File: config.mk
export PLATFORM = sky130hd
export DESIGN_NAME = irq_reset_ctrl
export DESIGN_NICKNAME = d
export VERILOG_FILES = /design/src/logic/irq_reset_pkg.sv /design/src/logic/irq_reset_ctrl.sv
export SDC_FILE = /design/constraint.sdc
export NUM_CORES = 1
export LEC_CHECK = 0
export BUFFER_PORTS_ARGS = -buffer_cell sky130_fd_sc_hd__buf_2
export CORE_MARGIN = 8
export CORE_UTILIZATION = 35
export DETAILED_ROUTE_END_ITERATION = 8
export PLACE_DENSITY_LB_ADDON = 0.08
export SYNTH_ARGS = -nofsm -noshare
export SYNTH_HDL_FRONTEND = slang
export SYNTH_SLANG_ARGS = --single-unit
export TNS_END_PERCENT = 100
File: constraint.sdc
create_clock -name CLK_I -period 1.8 [get_ports CLK_I]
set_input_delay 0.45 -clock CLK_I [delete_from_list [all_inputs] [get_ports CLK_I]]
set_output_delay 0.45 -clock CLK_I [all_outputs]
set_load 0.05 [all_outputs]
File: src/logic/irq_reset_pkg.sv
`default_nettype none
package irq_reset_pkg;
  // ****************************************
  // Timing
  // ****************************************
  localparam int unsigned RESET_WAIT_CYCLES = 16;
  localparam logic [4:0]  WAIT_CNT_LAST     = 5'h0F;
  localparam logic [4:0]  WAIT_CNT_ZERO     = 5'h00;
  localparam logic [15:0] START_ADDR        = 16'h0000;

  // ****************************************
  // Interrupt flag and mask bit positions
  // ****************************************
  localparam int unsigned IRQ_BITS    = 3;
  localparam int unsigned BIT_ONE     = 0;
  localparam int unsigned BIT_TWO     = 1;
  localparam int unsigned BIT_THREE   = 2;
  localparam logic [2:0]  IRQ_NONE    = 3'h0;
  localparam logic [2:0]  MASK_RESET  = 3'h0;
  localparam logic        MODE_HOLD   = 1'b0;

  // ****************************************
  // Vector codes to the trap logic
  // ****************************************
  localparam logic [2:0] VEC_NONE  = 3'h0;
  localparam logic [2:0] VEC_NMI   = 3'h1;
  localparam logic [2:0] VEC_ONE   = 3'h2;
  localparam logic [2:0] VEC_TWO   = 3'h3;
  localparam logic [2:0] VEC_THREE = 3'h4;

  // ****************************************
  // Sequencer states (Gray along the path)
  // ****************************************
  typedef enum logic [1:0] {
    ST_HALT = 2'b00,
    ST_WAIT = 2'b01,
    ST_RUN  = 2'b11
  } seq_state_e;

  typedef struct packed {
    logic       valid;
    logic [2:0] vector;
  } trap_req_s;

  typedef struct packed {
    logic       load_pc;
    logic       boot_loader;
    logic       fetch_en;
  } cpu_ctrl_s;
endpackage
`default_nettype wire

File: src/logic/irq_reset_ctrl.sv
// Functional notes
// - While reset is asserted, execution stops and the program counter is forced to zero.
// - After reset release the block waits 16 cycles, then fetching starts at address 0.
// - With boot select high, execution runs straight from off-chip memory with no boot loader.
// - With boot select low, the boot loader copies global data space into external program RAM.
// - The non-maskable interrupt is taken whatever the global disable bit and the masks say.
// - The non-maskable interrupt traps to its own vector.
// - The shared hold / interrupt-one pin is an interrupt source in both of its uses.
// - Mode bit at 0 makes the shared pin a hold request serviced with idle; reset clears it.
// - User interrupts two and three are prioritised, individually masked and globally disabled.
// - Pending flags of interrupts two and three can be read and cleared by software.
// - In hold the block acknowledges and floats address, data and memory control outputs.
`default_nettype none
module irq_reset_ctrl
  import irq_reset_pkg::*;
(
  // Clock and core reset
  input  wire logic                    CLK_I,
  input  wire logic                    RESET_I,
  // External pins, active low except boot select
  input  wire logic                    RESET_INPUT_N_I,
  input  wire logic                    BOOT_SEL_I,
  input  wire logic                    NMI_N_I,
  input  wire logic                    EXT_IRQ_ONE_N_I,
  input  wire logic                    EXT_IRQ_TWO_N_I,
  input  wire logic                    EXT_IRQ_THREE_N_I,
  // Control bits from the CPU
  input  wire logic                    GLOBAL_IRQ_DISABLE_I,
  input  wire logic [IRQ_BITS-1:0]     IRQ_MASK_WR_DATA_I,
  input  wire logic                    IRQ_MASK_WR_I,
  input  wire logic [IRQ_BITS-1:0]     IRQ_FLAG_CLR_I,
  input  wire logic                    IRQ_CONTROL_MODE_I,
  input  wire logic                    IRQ_CONTROL_WR_I,
  input  wire logic                    IDLE_I,
  input  wire logic                    TRAP_TAKEN_I,
  // Status and control out
  output logic [IRQ_BITS-1:0]          IRQ_FLAG_REG_O,
  output logic [IRQ_BITS-1:0]          IRQ_MASK_REG_O,
  output logic                         IRQ_CONTROL_MODE_O,
  output irq_reset_pkg::trap_req_s     TRAP_REQ_O,
  output irq_reset_pkg::cpu_ctrl_s     CPU_CTRL_O,
  output logic [15:0]                  PC_FORCE_O,
  output logic                         BUS_RELEASE_ACK_N_O,
  output logic                         BUS_OE_O
);
  import irq_reset_pkg::*;

  // ****************************************
  // Pin synchronisers
  // ****************************************
  logic [4:0] sync1_reg;
  logic [4:0] sync2_reg;
  logic [4:0] prev_reg;
  wire  [4:0] pins_n = {RESET_INPUT_N_I, NMI_N_I, EXT_IRQ_ONE_N_I, EXT_IRQ_TWO_N_I, EXT_IRQ_THREE_N_I};

  always_ff @(posedge CLK_I) begin
    if (RESET_I) begin
      sync1_reg <= 5'h1F;
      sync2_reg <= 5'h1F;
      prev_reg  <= 5'h1F;
    end else begin
      sync1_reg <= pins_n;
      sync2_reg <= sync1_reg;
      prev_reg  <= sync2_reg;
    end
  end

  wire reset_act  = ~sync2_reg[4];
  wire nmi_fall   = prev_reg[3] & ~sync2_reg[3];
  wire one_fall   = prev_reg[2] & ~sync2_reg[2];
  wire two_fall   = prev_reg[1] & ~sync2_reg[1];
  wire three_fall = prev_reg[0] & ~sync2_reg[0];
  wire one_level  = ~sync2_reg[2];

  // ****************************************
  // Reset sequencer
  // ****************************************
  seq_state_e state_reg;
  seq_state_e state_next;
  logic [4:0] cnt_reg;
  wire        wait_done = (cnt_reg == WAIT_CNT_LAST);

  always_comb begin
    state_next = state_reg;
    case (state_reg)
      ST_HALT: state_next = ST_WAIT;
      ST_WAIT: if (wait_done) begin
        state_next = ST_RUN;
      end
      ST_RUN:  state_next = ST_RUN;
      default: state_next = ST_HALT;
    endcase
    if (reset_act) begin
      state_next = ST_HALT;
    end
  end

  always_ff @(posedge CLK_I) begin
    if (RESET_I) begin
      state_reg <= ST_HALT;
      cnt_reg   <= WAIT_CNT_ZERO;
    end else begin
      state_reg <= state_next;
      cnt_reg   <= (state_next == ST_WAIT && state_reg == ST_WAIT) ? cnt_reg + 5'h01 : WAIT_CNT_ZERO;
    end
  end

  wire running = (state_next == ST_RUN);
  wire halted  = (state_next != ST_RUN);

  // ****************************************
  // Mask, mode and flags
  // ****************************************
  logic [IRQ_BITS-1:0] mask_reg;
  logic [IRQ_BITS-1:0] flag_reg;
  logic [IRQ_BITS-1:0] flag_next;
  logic                mode_reg;
  logic                nmi_pend_reg;
  logic                hold_reg;

  wire [IRQ_BITS-1:0] flag_set = {three_fall, two_fall, one_fall};
  wire [IRQ_BITS-1:0] pend_en  = flag_reg & mask_reg & {IRQ_BITS{~GLOBAL_IRQ_DISABLE_I}};

  // Shown values follow the pin reset clear
  wire [IRQ_BITS-1:0] flag_shown = reset_act ? IRQ_NONE : flag_next;
  wire [IRQ_BITS-1:0] mask_shown = reset_act ? MASK_RESET : (IRQ_MASK_WR_I ? IRQ_MASK_WR_DATA_I : mask_reg);
  wire                mode_shown = reset_act ? MODE_HOLD : (IRQ_CONTROL_WR_I ? IRQ_CONTROL_MODE_I : mode_reg);

  always_comb begin
    flag_next = (flag_reg & ~IRQ_FLAG_CLR_I) | flag_set;
  end

  always_ff @(posedge CLK_I) begin
    if (RESET_I || reset_act) begin
      mask_reg     <= MASK_RESET;
      mode_reg     <= MODE_HOLD;
      flag_reg     <= IRQ_NONE;
      nmi_pend_reg <= 1'b0;
    end else begin
      if (IRQ_MASK_WR_I) begin
        mask_reg <= IRQ_MASK_WR_DATA_I;
      end
      if (IRQ_CONTROL_WR_I) begin
        mode_reg <= IRQ_CONTROL_MODE_I;
      end
      flag_reg     <= flag_next;
      nmi_pend_reg <= nmi_fall | (nmi_pend_reg & ~(TRAP_TAKEN_I && TRAP_REQ_O.vector == VEC_NMI));
    end
  end

  // ****************************************
  // Trap priority: NMI, one, two, three
  // ****************************************
  function automatic logic [2:0] pick_vec(input logic nmi, input logic [IRQ_BITS-1:0] en);
    if (nmi)                 return VEC_NMI;
    else if (en[BIT_ONE])    return VEC_ONE;
    else if (en[BIT_TWO])    return VEC_TWO;
    else if (en[BIT_THREE])  return VEC_THREE;
    else                     return VEC_NONE;
  endfunction

  wire [2:0] vec_sel = pick_vec(nmi_pend_reg, pend_en);

  // ****************************************
  // Hold: idle with pin low in hold mode
  // ****************************************
  wire hold_next = running & (mode_reg == MODE_HOLD) & one_level & (hold_reg | IDLE_I);

  always_ff @(posedge CLK_I) begin
    if (RESET_I) begin
      hold_reg            <= 1'b0;
      TRAP_REQ_O          <= '0;
      CPU_CTRL_O          <= '0;
      PC_FORCE_O          <= START_ADDR;
      BUS_RELEASE_ACK_N_O <= 1'b1;
      BUS_OE_O            <= 1'b0;
      IRQ_FLAG_REG_O      <= IRQ_NONE;
      IRQ_MASK_REG_O      <= MASK_RESET;
      IRQ_CONTROL_MODE_O  <= MODE_HOLD;
    end else begin
      hold_reg               <= hold_next;
      TRAP_REQ_O.valid       <= running & (vec_sel != VEC_NONE);
      TRAP_REQ_O.vector      <= running ? vec_sel : VEC_NONE;
      CPU_CTRL_O.load_pc     <= halted;
      CPU_CTRL_O.fetch_en    <= running & ~hold_next;
      CPU_CTRL_O.boot_loader <= running & ~BOOT_SEL_I;
      PC_FORCE_O             <= START_ADDR;
      BUS_RELEASE_ACK_N_O    <= ~hold_next;
      BUS_OE_O               <= ~hold_next;
      IRQ_FLAG_REG_O         <= flag_shown;
      IRQ_MASK_REG_O         <= mask_shown;
      IRQ_CONTROL_MODE_O     <= mode_shown;
    end
  end

  // Release edge, one cycle in ST_HALT, then the full wait count
  localparam int RUN_DELAY = RESET_WAIT_CYCLES + 1;
endmodule
`default_nettype wire

# After elaboration in Yosys (flattened, before gate mapping)
# Index checks and enable logic that the tools add are counted.
# Widths: inputs -> output; s select.
[op_classes] muxes=9 reduce_logical=8 eq_ne=7 n_addsub=1 bitwise=30
[op_table] op="$mux 3" n=5
[op_table] op="$not 1->1" n=12
[op_table] op="$and 1x1->1" n=11
[op_table] op="$and 3x3->3" n=3
[op_table] op="$pmux 2 s3" n=1
[op_table] op="$reduce_or 2->1" n=3
[op_table] op="$add 5x1->5 const B" n=1
[op_table] op="$eq 5x4->1 const B" n=1
[op_table] op="$eq 2x1->1 const B" n=2
[op_table] op="$eq 2x2->1 const B" n=2
[op_table] op="$mux 2" n=2
[op_table] op="$eq 3x1->1 const B" n=1
[op_table] op="$not 3->3" n=1
[op_table] op="$or 3x3->3" n=1
[op_table] op="$reduce_bool 3->1" n=1
[op_table] op="$logic_and 1x1->1" n=2
[op_table] op="$logic_not 2->1" n=1
[op_table] op="$ne 2x2->1 const B" n=1
[op_table] op="$or 1x1->1" n=2
[op_table] op="$logic_or 1x1->1" n=1
[op_table] op="$mux 1" n=1
[word_totals] in_bits=20 elab_cells=75 regBits=46 out_inout_bits=32

# Longest topological paths before layout
[depth] ltp_word=10 ltp_mapped=7 depth_no_buf=7

# Least setup slack after synthesis
# No wires, ideal clock.
[synth_path] path_kind="flip-flop to flip-flop" from="reg cnt_reg[0]" to="reg hold_reg" synth_period_minus_slack_ps=1544 n_path_buf=0 stages_incl_launch_ff=7 required_ps=1686 setup_ps=114 path_slack_ps=256 arrival_ps=1430 path_cell_list="dfxtp_1 -> ha_1 -> and3_1 -> ha_1 -> o21a_1 -> and4b_1 -> and2b_1"
[synth_between] elab_chain_len=8
[synth_rtl] element="from (decl)" line="irq_reset_ctrl.sv:80" rtl="logic [4:0] cnt_reg;"
[synth_rtl] element="from (signal assigned)" line="irq_reset_ctrl.sv:104" rtl="cnt_reg <= (state_next == ST_WAIT && state_reg == ST_WAIT) ? cnt_reg + 5'h01 : WAIT_CNT_ZERO;"
[synth_rtl] element="$eq 5x4->1" line="irq_reset_ctrl.sv:81" rtl="wire wait_done = (cnt_reg == WAIT_CNT_LAST);"
[synth_rtl] element="$mux 2" line="irq_reset_ctrl.sv:87" rtl="ST_WAIT: if (wait_done) begin"
[synth_rtl] element="$pmux 2 s3" line="irq_reset_ctrl.sv:85" rtl="case (state_reg)"
[synth_rtl] element="$mux 2" line="irq_reset_ctrl.sv:93" rtl="if (reset_act) begin"
[synth_rtl] element="$eq 2x2->1" line="irq_reset_ctrl.sv:108" rtl="wire running = (state_next == ST_RUN);"
[synth_rtl] element="$and 1x1->1 (3 in series)" line="irq_reset_ctrl.sv:167" rtl="wire hold_next = running & (mode_reg == MODE_HOLD) & one_level & (hold_reg | IDLE_I);"
[synth_rtl] element="to (signal assigned)" line="irq_reset_ctrl.sv:181" rtl="hold_reg <= hold_next;"
[synth_rtl] element="to (decl)" line="irq_reset_ctrl.sv:119" rtl="logic hold_reg;"
# No other way between the ends.
# A chain may end at the register's enable or synchronous reset.

# Worst setup path in the final report
# Same ends and word-level chain as after synthesis.

==> out/qor.csv <==
stage,metric,value,unit
layout,synth-to-layout area growth,19.68,%
power,Tot Pwr,1791,uW
worst_setup_path,CP most frequent cell,ha_1,
layout,post-layout net count,194,
clock_tree,# clock sinks,39,
clock_tree,insertion delay to the later sink of the worst-skew pair,290,ps
global_routing,initial antenna violation count,0,
synthesis,post-synthesis cell type count,28,
routing,Vias/cell,4.086,
clock_tree,post-CTS sizing,0,
synthesis,cell count after synthesis,132,
status,status,"complete, no violations",
layout,Diodes inserted,0,
sta,final hold vios,0,
placement,post-place setup slack,177.0,ps
layout,"leading cell type in the layout, fill and taps excluded",dfxtp_1,
floorplan,Die Y,79.36,um
synthesis,"Top FF cell, synth",dfxtp_1,
synthesis,share of the synthesized area in the top cell type,0.5557,
sta,count of final setup violators,0,
clock_tree,CTS Hold Bufs,0,
floorplan,Rows,23,
routing,First-pass DRT Iterations,4,
synthesis,Post-synth EDFFs,0,
placement,dpl cell area,0.001575,mm^2
clock_tree,Num CTS Buffers,5,
worst_setup_path,Critical Path Start Type,flip-flop,
clock_tree,clock root buffer,clkbuf_8,
layout,Filler cells,402,
routing,"antenna viol nets, final",0,
worst_setup_path,crit-path cells,ha_1 -> and3_1 -> ha_1 -> o21a_1 -> and4b_1 -> and2b_1,
placement,IO buf count,35,
routing,drt wl/cell,11.46,um
flow_run,Max Cap Violations,0,
global_routing,Global Route Usage Sum,0.08400,
synthesis,synthesized area,0.001405,mm^2
synthesis,fraction of registers with async set/reset,0,
global_routing,grt ovf,0,
floorplan,starting density of the core,0.3564,
worst_setup_path,crit path max fanout,3,
routing,number of DRC markers in iteration 0,40,
floorplan,Die ar.,0.006298,mm^2
worst_setup_path,Crit path max-delay family,simple AND/OR/NAND/NOR gates,
synthesis,"flops & latches, synth",39,
synthesis,sequential-to-total area share from yosys stat,0.5557,
routing,final wirelength,2545,um
worst_setup_path,slowest cell delay on critical path,330,ps
synthesis,Avg Inst Size Synth,10.64,um^2
sta,RSZ-0062 raised after global routing,false,
sta,period utilization,0.9185,
routing,DR vias,907,
layout,cell area after layout,0.001682,mm^2
synthesis,Synth area leader,dfxtp_1,
worst_setup_path,"Req. time, crit path",1980,ps
sta,worst setup margin,146.6,ps
sta,Worst Skew,6.175,ps
clock_tree,Post-CTS Setup Bufs,0,
worst_setup_path,worst path buffer plus inverter count,0,
clock_tree,Max Root-Sink Buffers,2,
global_routing,vias in the first global route,895,
worst_setup_path,Setup CP Type,flip-flop to flip-flop,
clock_tree,H-Tree Depth,2,
synthesis,Synth Warn #,0,
routing,drt drc,0,
worst_setup_path,Critical-path top delay cell,dfxtp_1,
synthesis,largest cells by area after synthesis,"dfxtp_1, buf_4, or2_2",
sta,crit path time final,1653,ps
placement,Post-DP HPWL,1938,um
worst_setup_path,r2r setup slk,150,ps
layout,"commonest cells after routing, fill and taps aside","dfxtp_1, buf_2, conb_1, nor2_1, or2_2",
power,peak supply drop,466.8,uV
sta,max-slew violations,0,
clock_tree,clock slew at reported path FFs,70,ps
layout,final core occ,0.4265,
floorplan,DIE WIDTH,79.36,um
power,LEAKAGE,0.0007753,uW
layout,layout cells sized above 1,0.3547,
worst_setup_path,CP endpoint kind,flip-flop,
power,Cell Pwr Density,1065,mW/mm^2
floorplan,I/O Pins,52,
sta,fmax,604.8,MHz
placement,Final GP Congestion,0.6671,
sta,Setup TNS,0,ps
floorplan,core area,0.003943,mm^2
global_routing,largest net degree at the start of global routing,19,
worst_setup_path,CP arrival,1840,ps
hold_path,Hold WC Path Type,primary input to flip-flop,
global_routing,first-pass GRT wire length,4140,um
clock_tree,CTS tree,yes,
==> cell usage after synthesis (all sizes together) (2+ instances only) <==
library cell	instances
a21oi	7
buf	17
dfxtp	39
ha	2
inv	4
mux2i	4
nand2	2
nand2b	9
nor2	15
nor3b	2
o21a	2
or2	14
==> area by class of cell <==
| class | instances | area [um^2] | share of cell area |
|---|---|---|---|
| Clock buffer | 5 | 68.82 | 0.04092 |
| Sequential cell | 39 | 780.7 | 0.4643 |
| Inverter | 4 | 15.01 | 0.008929 |
| Multi-Input combinational cell | 86 | 534.3 | 0.3177 |
| Clock inverter | 2 | 37.54 | 0.02232 |
| Tap cell | 50 | 62.56 | 0.03720 |
| Timing Repair Buffer | 36 | 182.7 | 0.1086 |
==> where the power goes <==
part	total, uW	leakage, uW	internal [uW]	switching (uW)
logic	190	0.000405	48.8	141
registers	904	0.000320	890	14.4
clock network	697	0.0000502	405	293
total	1790	0.000775	1340	448
==> worst register-to-register path, cell delays in order (launching register included) <==
cell,delay (ps)
dfxtp_1,330
ha_1,230
and3_1,190
ha_1,190
o21a_1,220
and4b_1,230
and2b_1,160
==> path summary, 6_finish.rpt <==
check	depth (start not counted)	endpoint	start
min	2	CPU_CTRL_O[1]	BOOT_SEL_I
max	6	hold_reg	cnt_reg[0]
min reg2reg	1	sync2_reg[0]	sync1_reg[0]
max reg2reg	6	hold_reg	cnt_reg[0]
==> per-layer routing <==
metal,track usage,wire length (um),up-vias
met1,0.08539,1081,401
met2,0.1372,1167,33
li1,-,-,468
met5,0,0,-
met4,0.03889,50,0
met3,0.04740,246,5
==> metrics by stage <==
step	hold WS, ps	std cells
finish	313.3	222
CTS	303.7	222
floorplan	389.5	147
global route	305.8	222
detailed placement	392.3	215
global placement	392.2	215
==> cell families (layout without fill, tap and decap cells) <==
group / after synthesis / in the layout / share of synthesized area
multiplexers: 4 / 4 / 0.02850
adder cells (fa/ha/maj): 2 / 2 / 0.01781
AO/OA/AOI/OAI: 10 / 10 / 0.04185
flip-flops: 39 / 39 / 0.5557
other: 1 / 16 / 0.002669
AND/OR/NAND/NOR: 52 / 52 / 0.2369
XOR/XNOR: 2 / 2 / 0.01247
buffers and inverters: 22 / 47 / 0.1042
Note: power is estimated with default switching activity, not from simulation.
